**src/typec_cc_map.svh**
```systemverilog
// register map, codes and field positions of the configuration-channel register bank
`ifndef TYPEC_CC_MAP_SVH
`define TYPEC_CC_MAP_SVH

// bus address, arbitrary value standing in for the strapped address
`define I2C_DEV_ADDR      7'h1d
// identity byte at the first register, arbitrary value
`define ID_BYTE_VALUE     8'h5a

// register pointer values
`define REG_FIRST         3'h1
`define REG_CONTROL       3'h2
`define REG_EVENTS        3'h3
`define REG_STATUS        3'h4
`define REG_LAST          3'h4

// reset and idle values
`define CONTROL_RESET     8'h00
`define EVENTS_NONE       8'h00
`define STATUS_UNATTACHED 8'h00
`define READ_FILL         8'h00

// control register fields
`define CTL_MASK_BIT      0
`define CTL_CUR_LSB       3
`define CTL_CUR_MSB       4
`define CTL_MODE_CLEAR    8'hfe
`define CTL_SINK          8'h00
`define CTL_SINK_ACC      8'h20
`define CTL_SRC_DEF       8'h02
`define CTL_SRC_1A5       8'h0a
`define CTL_SRC_3A        8'h12
`define CTL_DRP_DEF       8'h04
`define CTL_DRP_1A5       8'h0c
`define CTL_DRP_3A        8'h14
`define CTL_TSRC_DEF      8'h06
`define CTL_TSRC_1A5      8'h0e
`define CTL_TSRC_3A       8'h16
`define CTL_TSNK_DEF      8'h46
`define CTL_TSNK_1A5      8'h4e
`define CTL_TSNK_3A       8'h56

// event register flag positions
`define EVT_ATTACH_BIT    0
`define EVT_DETACH_BIT    1

// status codes
`define ST_SRC_CC1        8'h05
`define ST_SRC_CC1_ACT    8'h15
`define ST_SRC_CC2        8'h06
`define ST_SRC_CC2_ACT    8'h16
`define ST_AUDIO          8'h0f
`define ST_AUDIO_CT       8'h8f
`define ST_DEBUG          8'h13
`define ST_DEBUG_VBUS     8'h93
`define ST_SNK_DEF_CC1    8'ha9
`define ST_SNK_DEF_CC2    8'haa
`define ST_SNK_1A5_CC1    8'hc9
`define ST_SNK_1A5_CC2    8'hca
`define ST_SNK_3A_CC1     8'he9
`define ST_SNK_3A_CC2     8'hea

// bit counter
`define BIT_LAST          3'h7
`define BIT_FIRST         3'h0

`endif

```
**src/typec_cc_pkg.sv**
```systemverilog
// types shared by the configuration-channel register bank
package typec_cc_pkg;

  typedef enum logic [1:0] {
    PULL_GND,
    PULL_VDD,
    PULL_TOGGLE,
    PULL_ATTACHED
  } cc_pull_t;

  typedef enum logic [1:0] {
    ADV_DEFAULT,
    ADV_1A5,
    ADV_3A,
    ADV_NONE
  } adv_current_t;

  typedef enum logic [1:0] {
    ROLE_SINK,
    ROLE_SOURCE,
    ROLE_DRP
  } port_role_t;

  typedef struct packed {
    port_role_t   role;
    adv_current_t adv;
    logic         try_src;
    logic         try_snk;
    logic         accessory;
    logic         irq_mask;
  } port_cfg_t;

  typedef struct packed {
    logic       valid;
    logic [7:0] code;
  } attach_report_t;

endpackage : typec_cc_pkg

```
**src/typec_cc_register_bank.sv**
```systemverilog
// register bank of a type-c configuration-channel controller behind an i2c target
`timescale 1ns/100ps
`include "typec_cc_map.svh"

module typec_cc_register_bank
  import typec_cc_pkg::*;
(
  input  wire logic           mclk,
  input  wire logic           rst_n,
  input  wire logic           scl_in,
  input  wire logic           sda_in,
  output logic                sda_out,
  output logic                sda_oe,
  input  wire attach_report_t attach_report,
  output logic                interrupt_request_out_n,
  output logic                sink_attached_out,
  output logic                vbus_source_out,
  output port_cfg_t           port_cfg_out,
  output cc_pull_t            cc_pull_out
);

  ////////////////////////////////////////////////////////////////////////////
  // functions

  // control byte to port configuration
  function automatic port_cfg_t decode_control(input logic [7:0] ctl);
    port_cfg_t  cfg;
    logic [7:0] mode;
    cfg           = '0;
    mode          = ctl & `CTL_MODE_CLEAR;
    cfg.irq_mask  = ctl[`CTL_MASK_BIT];
    cfg.role      = ROLE_SINK;
    cfg.adv       = ADV_NONE;
    unique case (ctl[`CTL_CUR_MSB:`CTL_CUR_LSB])
      2'h0:    cfg.adv = ADV_DEFAULT;
      2'h1:    cfg.adv = ADV_1A5;
      default: cfg.adv = ADV_3A;
    endcase
    case (mode)
      `CTL_SRC_DEF, `CTL_SRC_1A5, `CTL_SRC_3A: begin
        cfg.role = ROLE_SOURCE;
      end
      `CTL_DRP_DEF, `CTL_DRP_1A5, `CTL_DRP_3A: begin
        cfg.role = ROLE_DRP;
      end
      `CTL_TSRC_DEF, `CTL_TSRC_1A5, `CTL_TSRC_3A: begin
        cfg.role    = ROLE_DRP;
        cfg.try_src = 1'b1;
      end
      `CTL_TSNK_DEF, `CTL_TSNK_1A5, `CTL_TSNK_3A: begin
        cfg.role    = ROLE_DRP;
        cfg.try_snk = 1'b1;
      end
      `CTL_SINK_ACC: begin
        cfg.accessory = 1'b1;
        cfg.adv       = ADV_NONE;
      end
      default: begin
        cfg.adv = ADV_NONE;
      end
    endcase
    return cfg;
  endfunction : decode_control

  // status code that means a sink partner is attached and vbus is sourced
  function automatic logic is_source_attached(input logic [7:0] code);
    return (code == `ST_SRC_CC1) || (code == `ST_SRC_CC1_ACT) ||
           (code == `ST_SRC_CC2) || (code == `ST_SRC_CC2_ACT);
  endfunction : is_source_attached

  // unattached line behaviour of a configuration
  function automatic cc_pull_t idle_pull(input port_cfg_t cfg);
    cc_pull_t p;
    p = PULL_GND;
    if (cfg.role == ROLE_SOURCE) begin
      p = PULL_VDD;
    end else if (cfg.role == ROLE_DRP || cfg.accessory) begin
      p = PULL_TOGGLE;
    end
    return p;
  endfunction : idle_pull

  ////////////////////////////////////////////////////////////////////////////
  // registers

  typedef enum logic [2:0] {
    I2C_IDLE,
    I2C_START,
    I2C_ADDR,
    I2C_ADDR_ACK,
    I2C_WR_DATA,
    I2C_WR_ACK,
    I2C_RD_DATA,
    I2C_RD_ACK
  } i2c_state_t;

  i2c_state_t  state_q,   state_d;
  logic        scl_q,     sda_q;
  logic [2:0]  bit_q,     bit_d;
  logic [7:0]  shift_q,   shift_d;
  logic [2:0]  ptr_q,     ptr_d;
  logic        rd_q,      rd_d;
  logic        oe_q,      oe_d;
  logic [7:0]  control_q, control_d;
  logic [7:0]  events_q,  events_d;
  logic [7:0]  status_q,  status_d;
  logic        irq_n_q;
  logic        sink_att_q;
  logic        vbus_q;
  port_cfg_t   cfg_q;
  cc_pull_t    pull_q;

  ////////////////////////////////////////////////////////////////////////////
  // bus conditions and register decode

  logic        scl_rise;
  logic        scl_fall;
  logic        start_cond;
  logic        stop_cond;
  logic [7:0]  rx_byte;
  logic [7:0]  read_byte;
  logic        addr_hit;
  logic        ptr_inc_ok;
  logic        read_events;
  logic        write_control;
  logic        was_attached;
  logic        now_attached;
  logic        set_attach;
  logic        set_detach;
  logic [7:0]  event_set;
  logic [7:0]  event_clr;
  port_cfg_t   cfg_now;

  assign scl_rise   = scl_in & ~scl_q;
  assign scl_fall   = ~scl_in & scl_q;
  assign start_cond = scl_in & scl_q & sda_q & ~sda_in;
  assign stop_cond  = scl_in & scl_q & ~sda_q & sda_in;
  assign rx_byte    = {shift_q[6:0], sda_in};
  assign addr_hit   = (rx_byte[7:1] == `I2C_DEV_ADDR);
  assign ptr_inc_ok = (ptr_q <= `REG_LAST);

  // sequential register image from the first register onward
  assign read_byte = (ptr_q == `REG_FIRST)   ? `ID_BYTE_VALUE :
                     (ptr_q == `REG_CONTROL) ? control_q :
                     (ptr_q == `REG_EVENTS)  ? events_q :
                     (ptr_q == `REG_STATUS)  ? status_q :
                                               `READ_FILL;

  // byte loaded for transmission from the events register clears it
  assign read_events = (state_q == I2C_ADDR_ACK && rd_q && scl_fall &&
                        ptr_q == `REG_EVENTS) ||
                       (state_q == I2C_RD_ACK && scl_fall && ~sda_q &&
                        ptr_q == `REG_EVENTS);

  assign write_control = (state_q == I2C_WR_DATA) && scl_rise &&
                         (bit_q == `BIT_LAST) && (ptr_q == `REG_CONTROL);

  ////////////////////////////////////////////////////////////////////////////
  // attach tracking and events

  assign was_attached = (status_q != `STATUS_UNATTACHED);
  assign now_attached = (attach_report.code != `STATUS_UNATTACHED);
  assign set_attach   = attach_report.valid & ~was_attached & now_attached;
  assign set_detach   = attach_report.valid & was_attached & ~now_attached;

  always_comb begin
    event_set = `EVENTS_NONE;
    event_set[`EVT_ATTACH_BIT] = set_attach;
    event_set[`EVT_DETACH_BIT] = set_detach;
  end

  assign event_clr = read_events ? events_q : `EVENTS_NONE;
  assign events_d  = (events_q & ~event_clr) | event_set;

  // status follows only reported changes
  assign status_d  = attach_report.valid ? attach_report.code : status_q;

  assign control_d = write_control ? rx_byte : control_q;
  assign cfg_now   = decode_control(control_q);

  ////////////////////////////////////////////////////////////////////////////
  // i2c target sequencer

  always_comb begin
    state_d = state_q;
    bit_d   = bit_q;
    shift_d = shift_q;
    ptr_d   = ptr_q;
    rd_d    = rd_q;
    oe_d    = oe_q;
    if (stop_cond) begin
      state_d = I2C_IDLE;
      oe_d    = 1'b0;
    end else if (start_cond) begin
      state_d = I2C_START;
      bit_d   = `BIT_FIRST;
      ptr_d   = `REG_FIRST;
      oe_d    = 1'b0;
    end else begin
      unique case (state_q)
        I2C_IDLE: begin
          oe_d = 1'b0;
        end
        // clock fall that closes the start, no bit yet
        I2C_START: begin
          if (scl_fall) begin
            state_d = I2C_ADDR;
          end
        end
        I2C_ADDR: begin
          if (scl_rise) begin
            shift_d = rx_byte;
            bit_d   = bit_q + 3'h1;
            rd_d    = sda_in;
          end else if (scl_fall && bit_q == `BIT_FIRST) begin
            if (shift_q[7:1] == `I2C_DEV_ADDR) begin
              state_d = I2C_ADDR_ACK;
              oe_d    = 1'b1;
            end else begin
              state_d = I2C_IDLE;
            end
          end
        end
        I2C_ADDR_ACK: begin
          if (scl_fall) begin
            bit_d = `BIT_FIRST;
            if (rd_q) begin
              state_d = I2C_RD_DATA;
              shift_d = read_byte;
              oe_d    = ~read_byte[7];
              ptr_d   = ptr_inc_ok ? ptr_q + 3'h1 : ptr_q;
            end else begin
              state_d = I2C_WR_DATA;
              oe_d    = 1'b0;
            end
          end
        end
        I2C_WR_DATA: begin
          if (scl_rise) begin
            shift_d = rx_byte;
            bit_d   = bit_q + 3'h1;
          end else if (scl_fall && bit_q == `BIT_FIRST) begin
            state_d = I2C_WR_ACK;
            oe_d    = 1'b1;
            ptr_d   = ptr_inc_ok ? ptr_q + 3'h1 : ptr_q;
          end
        end
        I2C_WR_ACK: begin
          if (scl_fall) begin
            state_d = I2C_WR_DATA;
            oe_d    = 1'b0;
          end
        end
        I2C_RD_DATA: begin
          if (scl_fall) begin
            if (bit_q == `BIT_LAST) begin
              state_d = I2C_RD_ACK;
              oe_d    = 1'b0;
            end else begin
              shift_d = {shift_q[6:0], 1'b0};
              oe_d    = ~shift_q[6];
              bit_d   = bit_q + 3'h1;
            end
          end
        end
        I2C_RD_ACK: begin
          if (scl_fall) begin
            bit_d = `BIT_FIRST;
            if (~sda_q) begin
              state_d = I2C_RD_DATA;
              shift_d = read_byte;
              oe_d    = ~read_byte[7];
              ptr_d   = ptr_inc_ok ? ptr_q + 3'h1 : ptr_q;
            end else begin
              state_d = I2C_IDLE;
            end
          end
        end
      endcase
    end
  end

  ////////////////////////////////////////////////////////////////////////////
  // flops

  always_ff @(posedge mclk) begin
    if (!rst_n) begin
      state_q <= I2C_IDLE;
      scl_q   <= 1'b1;
      sda_q   <= 1'b1;
      bit_q   <= `BIT_FIRST;
      shift_q <= `READ_FILL;
      ptr_q   <= `REG_FIRST;
      rd_q    <= 1'b0;
      oe_q    <= 1'b0;
    end else begin
      state_q <= state_d;
      scl_q   <= scl_in;
      sda_q   <= sda_in;
      bit_q   <= bit_d;
      shift_q <= shift_d;
      ptr_q   <= ptr_d;
      rd_q    <= rd_d;
      oe_q    <= oe_d;
    end
  end

  always_ff @(posedge mclk) begin
    if (!rst_n) begin
      control_q <= `CONTROL_RESET;
      events_q  <= `EVENTS_NONE;
      status_q  <= `STATUS_UNATTACHED;
    end else begin
      control_q <= control_d;
      events_q  <= events_d;
      status_q  <= status_d;
    end
  end

  // port outputs, one flop stage behind the registers
  always_ff @(posedge mclk) begin
    if (!rst_n) begin
      irq_n_q    <= 1'b1;
      sink_att_q <= 1'b1;
      vbus_q     <= 1'b0;
      cfg_q      <= '0;
      pull_q     <= PULL_GND;
    end else begin
      irq_n_q    <= ~((events_q != `EVENTS_NONE) & ~cfg_now.irq_mask);
      sink_att_q <= ~is_source_attached(status_q);
      vbus_q     <= is_source_attached(status_q);
      cfg_q      <= cfg_now;
      pull_q     <= was_attached ? PULL_ATTACHED : idle_pull(cfg_now);
    end
  end

  assign sda_out                 = 1'b0;
  assign sda_oe                  = oe_q;
  assign interrupt_request_out_n = irq_n_q;
  assign sink_attached_out       = sink_att_q;
  assign vbus_source_out         = vbus_q;
  assign port_cfg_out            = cfg_q;
  assign cc_pull_out             = pull_q;

endmodule : typec_cc_register_bank

```
**config.mk**
```make
export PLATFORM = sky130hd
export DESIGN_NAME = typec_cc_register_bank
export DESIGN_NICKNAME = d
export VERILOG_FILES = /design/src/typec_cc_pkg.sv /design/src/typec_cc_register_bank.sv
export VERILOG_INCLUDE_DIRS = /design/src
export SDC_FILE = /design/constraint.sdc
export NUM_CORES = 1
export LEC_CHECK = 0
export BUFFER_PORTS_ARGS = -buffer_cell sky130_fd_sc_hd__buf_2
export CAP_MARGIN = 20
export CORE_MARGIN = 5
export CORE_UTILIZATION = 53
export DETAILED_ROUTE_END_ITERATION = 16
export MAX_ROUTING_LAYER = met4
export PLACE_DENSITY = 0.8
export SETUP_SLACK_MARGIN = 0.05
export SYNTH_ARGS = -nofsm -noshare
export SYNTH_HDL_FRONTEND = slang
export SYNTH_SLANG_ARGS = --single-unit
export TNS_END_PERCENT = 100
```
**constraint.sdc**
```tcl
create_clock -name mclk -period 1.87 [get_ports mclk]
set_input_delay 0.0935 -clock mclk [delete_from_list [all_inputs] [get_ports mclk]]
set_output_delay 0.0935 -clock mclk [all_outputs]
set_load 0.05 [all_outputs]
```
==> results of run 1 <==
## what timing repair did
| item | 4_1_cts | 5_1_grt |
|---|---|---|
| resized for setup | 2 | 30 |
| endpoints found under the setup margin | 5 | 16 |
| setup buffers | 0 | 3 |
| hold buffers | 2 | 0 |
| pin swaps | 1 | 10 |
| hold endpoints to repair | 2 | 0 |
## layout by cell type, fill, tap and decap left out, types with 3 or more instances in the layout
cell        n
nand2_1    12
nor3b_1     6
nor3_1      5
dfxtp_4     3
buf_4      24
ha_1        3
nor2_1     41
nand4b_1    3
and3_1      7
a21oi_1    21
a311oi_1    3
a211oi_1    3
nand2b_1    6
a221oi_2    4
clkbuf_8   10
nand3_1     8
nor4_1      7
a31oi_1     4
o2111ai_1   4
o21ai_0    15
inv_1       8
ha_4        5
buf_2      26
mux2i_1    19
dfxtp_2     3
dfxtp_1    52
## report_power, final
group          internal, mW  leakage (nW)  switching, mW
Combinational        0.0695         0.897          0.127
Clock                 0.782         0.109          0.509
Sequential             1.26         0.474         0.0247
## worst max-delay path, delay by kind of cell (launching register included)
family	cells	cell delay (ns)
AOI/OAI and AO/OA	4	0.64
adders and majority gates	1	0.20
buffers and inverters	2	0.25
DFF	1	0.38
and+or+nand+nor	1	0.18
## registers in the layout, summed over array words and instances, names as in the netlist, 2 cells and up
| register | count |
|---|---|
| status_q | 8 |
| bit_q | 3 |
| ptr_q | 3 |
| cc_pull_out | 2 |
| control_q | 8 |
| shift_q | 8 |
| port_cfg_out | 8 |
| state_q | 3 |
| events_q | 8 |
## layout make-up
type	instances	area share [%]
Clock inverter	5	2.22
Tap cell	70	2.51
Clock buffer	11	4.05
Inverter	10	1.15
Sequential cell	58	33.7
Multi-Input combinational cell	226	46.3
Timing Repair Buffer	53	10.0
## cells in the mapped netlist (2+ instances only)
cell / n / area, µm²
nor3_1: 6 / 30.0
buf_6: 3 / 33.8
ha_1: 8 / 100
and2b_1: 2 / 15.0
o21ai_1: 2 / 10.0
o21ai_0: 16 / 80.1
a221oi_1: 6 / 52.6
and4b_1: 2 / 20.0
nor2b_1: 4 / 25.0
nor2_1: 41 / 154
buf_2: 2 / 10.0
or2_2: 2 / 12.5
o21a_1: 2 / 15.0
nand4_1: 2 / 12.5
nor4_1: 7 / 43.8
xor2_1: 2 / 17.5
a211oi_1: 4 / 30.0
nand2b_1: 6 / 37.5
mux2i_1: 19 / 190
inv_1: 10 / 37.5
a21oi_1: 21 / 105
nor3b_1: 7 / 52.6
and3_1: 7 / 43.8
dfxtp_1: 58 / 1160
a31oi_1: 4 / 25.0
o2111ai_1: 4 / 35.0
nand3_1: 8 / 40.0
buf_4: 5 / 37.5
a21o_1: 2 / 15.0
clkbuf_1: 5 / 18.8
a311oi_1: 3 / 26.3
nand2_1: 13 / 48.8
nand4b_1: 3 / 26.3
## worst paths after layout
kind,startpoint,end,slack [ns]
setup / recovery,ptr_q[1],shift_q[4],0.1
hold / removal,attach_report[2],status_q[2],0.005
setup reg to reg,ptr_q[1],shift_q[4],0.1
hold reg to reg,rd_q,rd_q,0.51
## through the flow
stage | std cells | power, mW | worst slack, ns | hold slack, ns
floorplan | 311 | 1.43 | 0.0643 | 0.195
global placement | 412 | 1.50 | 0.0675 | 0.341
detailed placement | 412 | 1.50 | 0.0350 | 0.352
CTS | 430 | 2.77 | 0.0514 | 0.00331
global route | 433 | 2.86 | 0.0246 | 0.0233
finish | 433 | 2.77 | 0.0995 | 0.00537
## routing by layer
metal | GRT usage, % | vias to the layer above | routed length (µm)
met2 | 37.6 | 122 | 3340
met3 | 4.99 | 26 | 478
met1 | 28.0 | 1255 | 3210
met5 | - | - | 0
li1 | - | 1228 | -
met4 | 13.4 | 0 | 265
## cells by family after synthesis
group	Yosys count	synth area share, %
AOI/OAI and AO/OA	75	18.1
xor gates and xnor gates	3	0.943
adders and majority gates	9	3.95
buffers and inverters	27	5.25
DFF	58	41.7
muxes	20	7.23
other	1	0.135
and+or+nand+nor	118	22.8
==> insert_results.sql, run 1 <==
INSERT INTO impl_metrics (metric_group, metric, value, unit) VALUES
('yosys', 'synth_cells', '311', ''),
('timing', 'timing.final.max_slew_violations', '0', ''),
('clocking', 'cts_tree', 'yes', ''),
('clocking', 'cts_root_buffer', 'clkbuf_8', ''),
('worst_setup_path', 'timing_worst_setup_path_type', 'flip-flop to flip-flop', ''),
('die', 'fp.dieArea', '6810', 'µm²'),
('status', 'run_status', 'completed', ''),
('layout', 'finalNetCount', '379', ''),
('timing', 'final.min_clock_period', '1.77', 'ns'),
('yosys', 'syn_avg_cell_area', '8.96', 'µm²'),
('power_and_ir_drop', 'irDropWorstVdd', '514', 'µV'),
('grt', 'grt_overflow', '0', ''),
('yosys', 'synth_async_sr_flop_share', '0', '%'),
('yosys', 'synth.yosys.seq_area_share', '41.7', '%'),
('yosys', 'syn_nets', '332', ''),
('drt', 'post_drt_wl_per_cell', '16.8', 'µm'),
('place', 'place.port_buffers', '26', ''),
('die', 'io-pin-count', '28', ''),
('drt', 'routed_wirelength', '7290', 'µm'),
('place', 'routabilityCongestion', '0.958', ''),
('yosys', 'postSynthRegisterBits', '58', ''),
('drt', 'routed_via_density', '6.08', ''),
('timing', 'fmax', '0.565', 'GHz'),
('die', 'dieHeight', '82.5', 'µm'),
('layout', 'antenna-diode-count', '0', ''),
('worst_setup_path', 'critical_path.endpoint_type', 'flip-flop', ''),
('layout', 'nFillCells', '413', ''),
('worst_hold_path', 'holdCritPathClass', 'primary input to flip-flop', ''),
('power_and_ir_drop', 'p_leak', '1.48', 'nW'),
('drt', 'number_of_violations_reported_at_the_end_of_detailed_routing_iteration_0', '313', ''),
('layout', 'share_of_final_layout_standard_cells_stronger_than_drive_strength_1', '27.8', '%'),
('yosys', 'synthDistinctLibCells', '58', ''),
('layout', 'multi_input_comb_area', '1620', 'µm²'),
('job', 'max-cap-violations', '0', ''),
('worst_setup_path', 'worst_path_max_delay_cell', 'dfxtp_2', ''),
('yosys', 'synth_edf_count', '0', ''),
('worst_setup_path', 'cp_data_required_time', '2.08', 'ns'),
('timing', 'final.setup.tns', '0', 'ns'),
('clocking', 'clk-insertion-delay-late', '0.34', 'ns'),
('power_and_ir_drop', 'powerDensity', '794', 'nW/µm²'),
('timing', 'rsz0062_at_grt', 'yes', ''),
('layout', 'sequential_cell_area', '1180', 'µm²'),
('timing', 'worstMarginPinSlew', '0.538', 'ns'),
('worst_setup_path', 'crit_chain', 'inv_1 -> ha_1 -> and3b_1 -> buf_4 -> a221oi_1 -> o21ai_0 -> o2111ai_1 -> a21oi_1', ''),
('die', 'initial_utilization', '54.6', '%'),
('worst_setup_path', 'worst-r2r-cell-count', '8', ''),
('die', 'die_w', '82.5', 'µm'),
('yosys', 'syn_area', '2790', 'µm²'),
('place', 'place.detailed.hpwl', '4990', 'µm'),
('timing', 'setup_viol', '0', ''),
('timing', 'finClkSkew', '0.0105', 'ns'),
('grt', 'grt_pass1_vias', '2544', ''),
('layout', 'layout-area-overhead-vs-synth', '25.2', '%'),
('grt', 'grt_max_degree', '33', ''),
('drt', 'drtAntennaViolNets', '0', ''),
('drt', 'drc', '0', ''),
('drt', 'dr_total_vias', '2631', ''),
('yosys', 'synth-warning-count', '0', ''),
('worst_setup_path', 'timing.critical_path.fanout_max', '7', ''),
('clocking', 'clkSlewWorstSetupHoldPaths', '0.07', 'ns'),
('grt', 'global_route_wire_length_before_repair', '11800', 'µm'),
('worst_setup_path', 'critPathMaxStageDelay', '0.38', 'ns'),
('layout', 'fin_area', '3490', 'µm²'),
('drt', 'first_pass_iters', '6', ''),
('clocking', 'cts-root-to-sink-buffers', '2', ''),
('clocking', 'tritoncts.num_buffers', '9', ''),
('grt', 'antenna_found_initial', '0', ''),
('clocking', 'tritoncts_num_sinks', '58', ''),
('timing', 'timing.slew.headroom', '63.9', '%'),
('worst_hold_path', 'hold_depth', '3', ''),
('die', 'placeableCoreArea', '5110', 'µm²'),
('worst_setup_path', 'worst_setup_path_start_kind', 'flip-flop', ''),
('yosys', 'synth_flop_cell', 'dfxtp_1', ''),
('place', 'postPlaceCellArea', '3100', 'µm²'),
('grt', 'global_route.usage.total', '23.7', '%'),
('clocking', 'h-tree-depth', '3', ''),
('layout', 'final_util', '68.3', '%'),
('timing', 'timing.final.crit_share', '94.7', '%'),
('timing', 'hold_violations', '0', ''),
('die', 'row_count', '26', ''),
('worst_setup_path', 'worst_ep_arrival_time', '1.98', 'ns');
No activity file was read; power rests on OpenSTA's default activity.
==> run 2, diff against run 1 <==
==> constraint.sdc (replaced) <==
create_clock -name mclk -period 1.87 [get_ports mclk]
set_input_delay 0.374 -clock mclk [delete_from_list [all_inputs] [get_ports mclk]]
set_output_delay 0.374 -clock mclk [all_outputs]
set_load 0.05 [all_outputs]
==> insert_results.sql, run 2 (synthesis gave the netlist of run 1 again) <==
INSERT INTO impl_metrics (metric_group, metric, value, unit) VALUES
('die', 'fp.dieArea', '6810', 'µm²'),
('timing', 'setup_viol', '0', ''),
('worst_setup_path', 'timing.critical_path.fanout_max', '6', ''),
('grt', 'grt_overflow', '0', ''),
('timing', 'worstMarginPinSlew', '0.559', 'ns'),
('worst_setup_path', 'critPathMaxStageDelay', '0.34', 'ns'),
('layout', 'share_of_final_layout_standard_cells_stronger_than_drive_strength_1', '24.7', '%'),
('timing', 'fmax', '0.559', 'GHz'),
('layout', 'nFillCells', '409', ''),
('status', 'run_status', 'completed', ''),
('timing', 'rsz0062_at_grt', 'yes', ''),
('clocking', 'tritoncts_num_sinks', '58', ''),
('layout', 'layout-area-overhead-vs-synth', '22.7', '%'),
('clocking', 'clk-insertion-delay-late', '0.34', 'ns'),
('worst_setup_path', 'cp.buffers_inverters', '1', ''),
('job', 'max-cap-violations', '0', ''),
('power_and_ir_drop', 'share_seq_of_total_power', '46.4', '%'),
('drt', 'routed_wirelength', '7050', 'µm'),
('timing', 'finClkSkew', '0.00808', 'ns'),
('power_and_ir_drop', 'powerDensity', '809', 'nW/µm²'),
('clocking', 'tritoncts.num_buffers', '9', ''),
('grt', 'grt_pass1_vias', '2383', ''),
('grt', 'global_route.usage.total', '22.5', '%'),
('drt', 'post_drt_wl_per_cell', '16.4', 'µm'),
('die', 'dieHeight', '82.5', 'µm'),
('worst_setup_path', 'critical_path.endpoint_type', 'flip-flop', ''),
('power_and_ir_drop', 'switching_share', '23.5', '%'),
('worst_setup_path', 'timing_worst_setup_path_type', 'flip-flop to flip-flop', ''),
('die', 'row_count', '26', ''),
('timing', 'final.min_clock_period', '1.79', 'ns'),
('die', 'die_w', '82.5', 'µm'),
('timing', 'final.setup.tns', '0', 'ns'),
('worst_setup_path', 'worst_ep_arrival_time', '2.03', 'ns'),
('power_and_ir_drop', 'irDropWorstVdd', '501', 'µV'),
('timing', 'timing.final.crit_share', '95.7', '%'),
('worst_setup_path', 'cp_data_required_time', '2.11', 'ns'),
('timing', 'hold_violations', '0', ''),
('drt', 'drc', '0', ''),
('grt', 'global_route_wire_length_before_repair', '11300', 'µm'),
('place', 'routabilityCongestion', '1.00', ''),
('clocking', 'h-tree-depth', '3', ''),
('worst_setup_path', 'crit_family', 'compound AO/OA/AOI/OAI gates', ''),
('timing', 'worst_slack', '0.0804', 'ns'),
('clocking', 'cts_root_buffer', 'clkbuf_8', ''),
('drt', 'first_pass_iters', '5', ''),
('layout', 'finalNetCount', '377', ''),
('power_and_ir_drop', 'net-switching-power', '0.650', 'mW'),
('worst_hold_path', 'holdCritPathClass', 'primary input to flip-flop', ''),
('place', 'postPlaceCellArea', '3120', 'µm²'),
('worst_setup_path', 'crit_chain', 'ha_1 -> ha_4 -> nor2b_1 -> o211a_1 -> o21a_4 -> buf_12 -> a21oi_1 -> a311oi_1', ''),
('drt', 'dr_total_vias', '2551', ''),
('power_and_ir_drop', 'power.share.combinational', '7.1', '%'),
('die', 'io-pin-count', '28', ''),
('place', 'place.detailed.hpwl', '4970', 'µm'),
('layout', 'fin_area', '3420', 'µm²'),
('drt', 'routed_via_density', '5.92', ''),
('drt', 'number_of_violations_reported_at_the_end_of_detailed_routing_iteration_0', '262', ''),
('power_and_ir_drop', 'share_clk_of_total_power', '46.5', '%'),
('place', 'detailedPlace.worstSlack', '0.0399', 'ns'),
('die', 'placeableCoreArea', '5110', 'µm²'),
('grt', 'grt_max_degree', '33', ''),
('place', 'place.port_buffers', '26', ''),
('power_and_ir_drop', 'p_leak', '1.46', 'nW'),
('clocking', 'postCtsHoldBufs', '0', ''),
('power_and_ir_drop', 'internal_power', '2.12', 'mW'),
('clocking', 'cts_setup_buffers', '0', ''),
('layout', 'most_used_cells_in_the_layout_excluding_fill_and_tap_cells', 'dfxtp_1, nor2_1, buf_2', ''),
('power_and_ir_drop', 'power', '2.77', 'mW'),
('clocking', 'cts_tree', 'yes', ''),
('layout', 'layout.cells.most_common', 'dfxtp_1', ''),
('drt', 'drtAntennaViolNets', '0', ''),
('clocking', 'clkSlewWorstSetupHoldPaths', '0.07', 'ns'),
('worst_setup_path', 'worst_path_max_delay_cell', 'dfxtp_2', ''),
('timing', 'timing.final.max_slew_violations', '0', ''),
('clocking', 'cts-root-to-sink-buffers', '2', ''),
('grt', 'antenna_found_initial', '0', ''),
('worst_setup_path', 'worst_setup_path_start_kind', 'flip-flop', ''),
('layout', 'antenna-diode-count', '0', ''),
('die', 'initial_utilization', '54.6', '%'),
('timing', 'timing.slew.headroom', '62.5', '%');
[run 2: cell count changes in the layout (fill, tap and decap cells not counted), sizes merged]
cell,before,now
clkinv,2,0
clkinvlp,1,2
dlygate4sd3,2,0
clkbuf,11,13
buf,51,50
[run 2: repair_timing]
item,4_1_cts,5_1_grt
endpoints found under the setup margin,2,13
gates resized for setup,1,13
gates cloned,0,1
pin swaps,1,4
[run 2: cell type report]
type	count	area, µm²	share of cell area, %
clock buffer	12	145	4.25
clock inverter	4	75.1	2.20
inverter	10	37.5	1.10
multi-input combinational	226	1560	45.5
sequential	58	1170	34.2
tap	70	87.6	2.56
timing repair buffer	51	348	10.2
[run 2: power by group through the flow]
stage	sequential, mW	combinational (mW)	clock (mW)
after floorplan	1.34	0.0981	0
after global placement	1.31	0.187	0
after detailed placement	1.31	0.190	0
after CTS	1.28	0.192	1.30
after global routing	1.29	0.210	1.36
final	1.28	0.195	1.29
[run 2: path summary, 6_finish.rpt]
kind	cells past startpoint	slack [ns]	from	to
max	8	0.08	bit_q[0]	shift_q[7]
min	3	0.29	attach_report[5]	status_q[5]
max reg2reg	8	0.08	bit_q[0]	shift_q[7]
min reg2reg	2	0.48	bit_q[1]	bit_q[1]
[run 2: stage by stage]
stage | utilization, % | instances | hold WS [ns]
finish | 66.9 | 431 | 0.294
global route | 66.9 | 431 | 0.291
CTS | 65.4 | 430 | 0.284
detailed placement | 61.0 | 414 | 0.473
global placement | 61.0 | 414 | 0.456
floorplan | - | 311 | 0.445
[run 2: routing by layer]
metal / wire length (µm) / GRT usage (%) / vias up
met5: 0 / - / -
met2: 3370 / 35.1 / 111
met4: 179 / 10.5 / 0
met1: 3050 / 28.2 / 1192
met3: 448 / 4.12 / 21
li1: - / - / 1227
[run 2: tightest hold or removal path, cell delays in order]
cell     delay [ns]
buf_2          0.09
mux2i_1        0.06
nor2_1         0.07
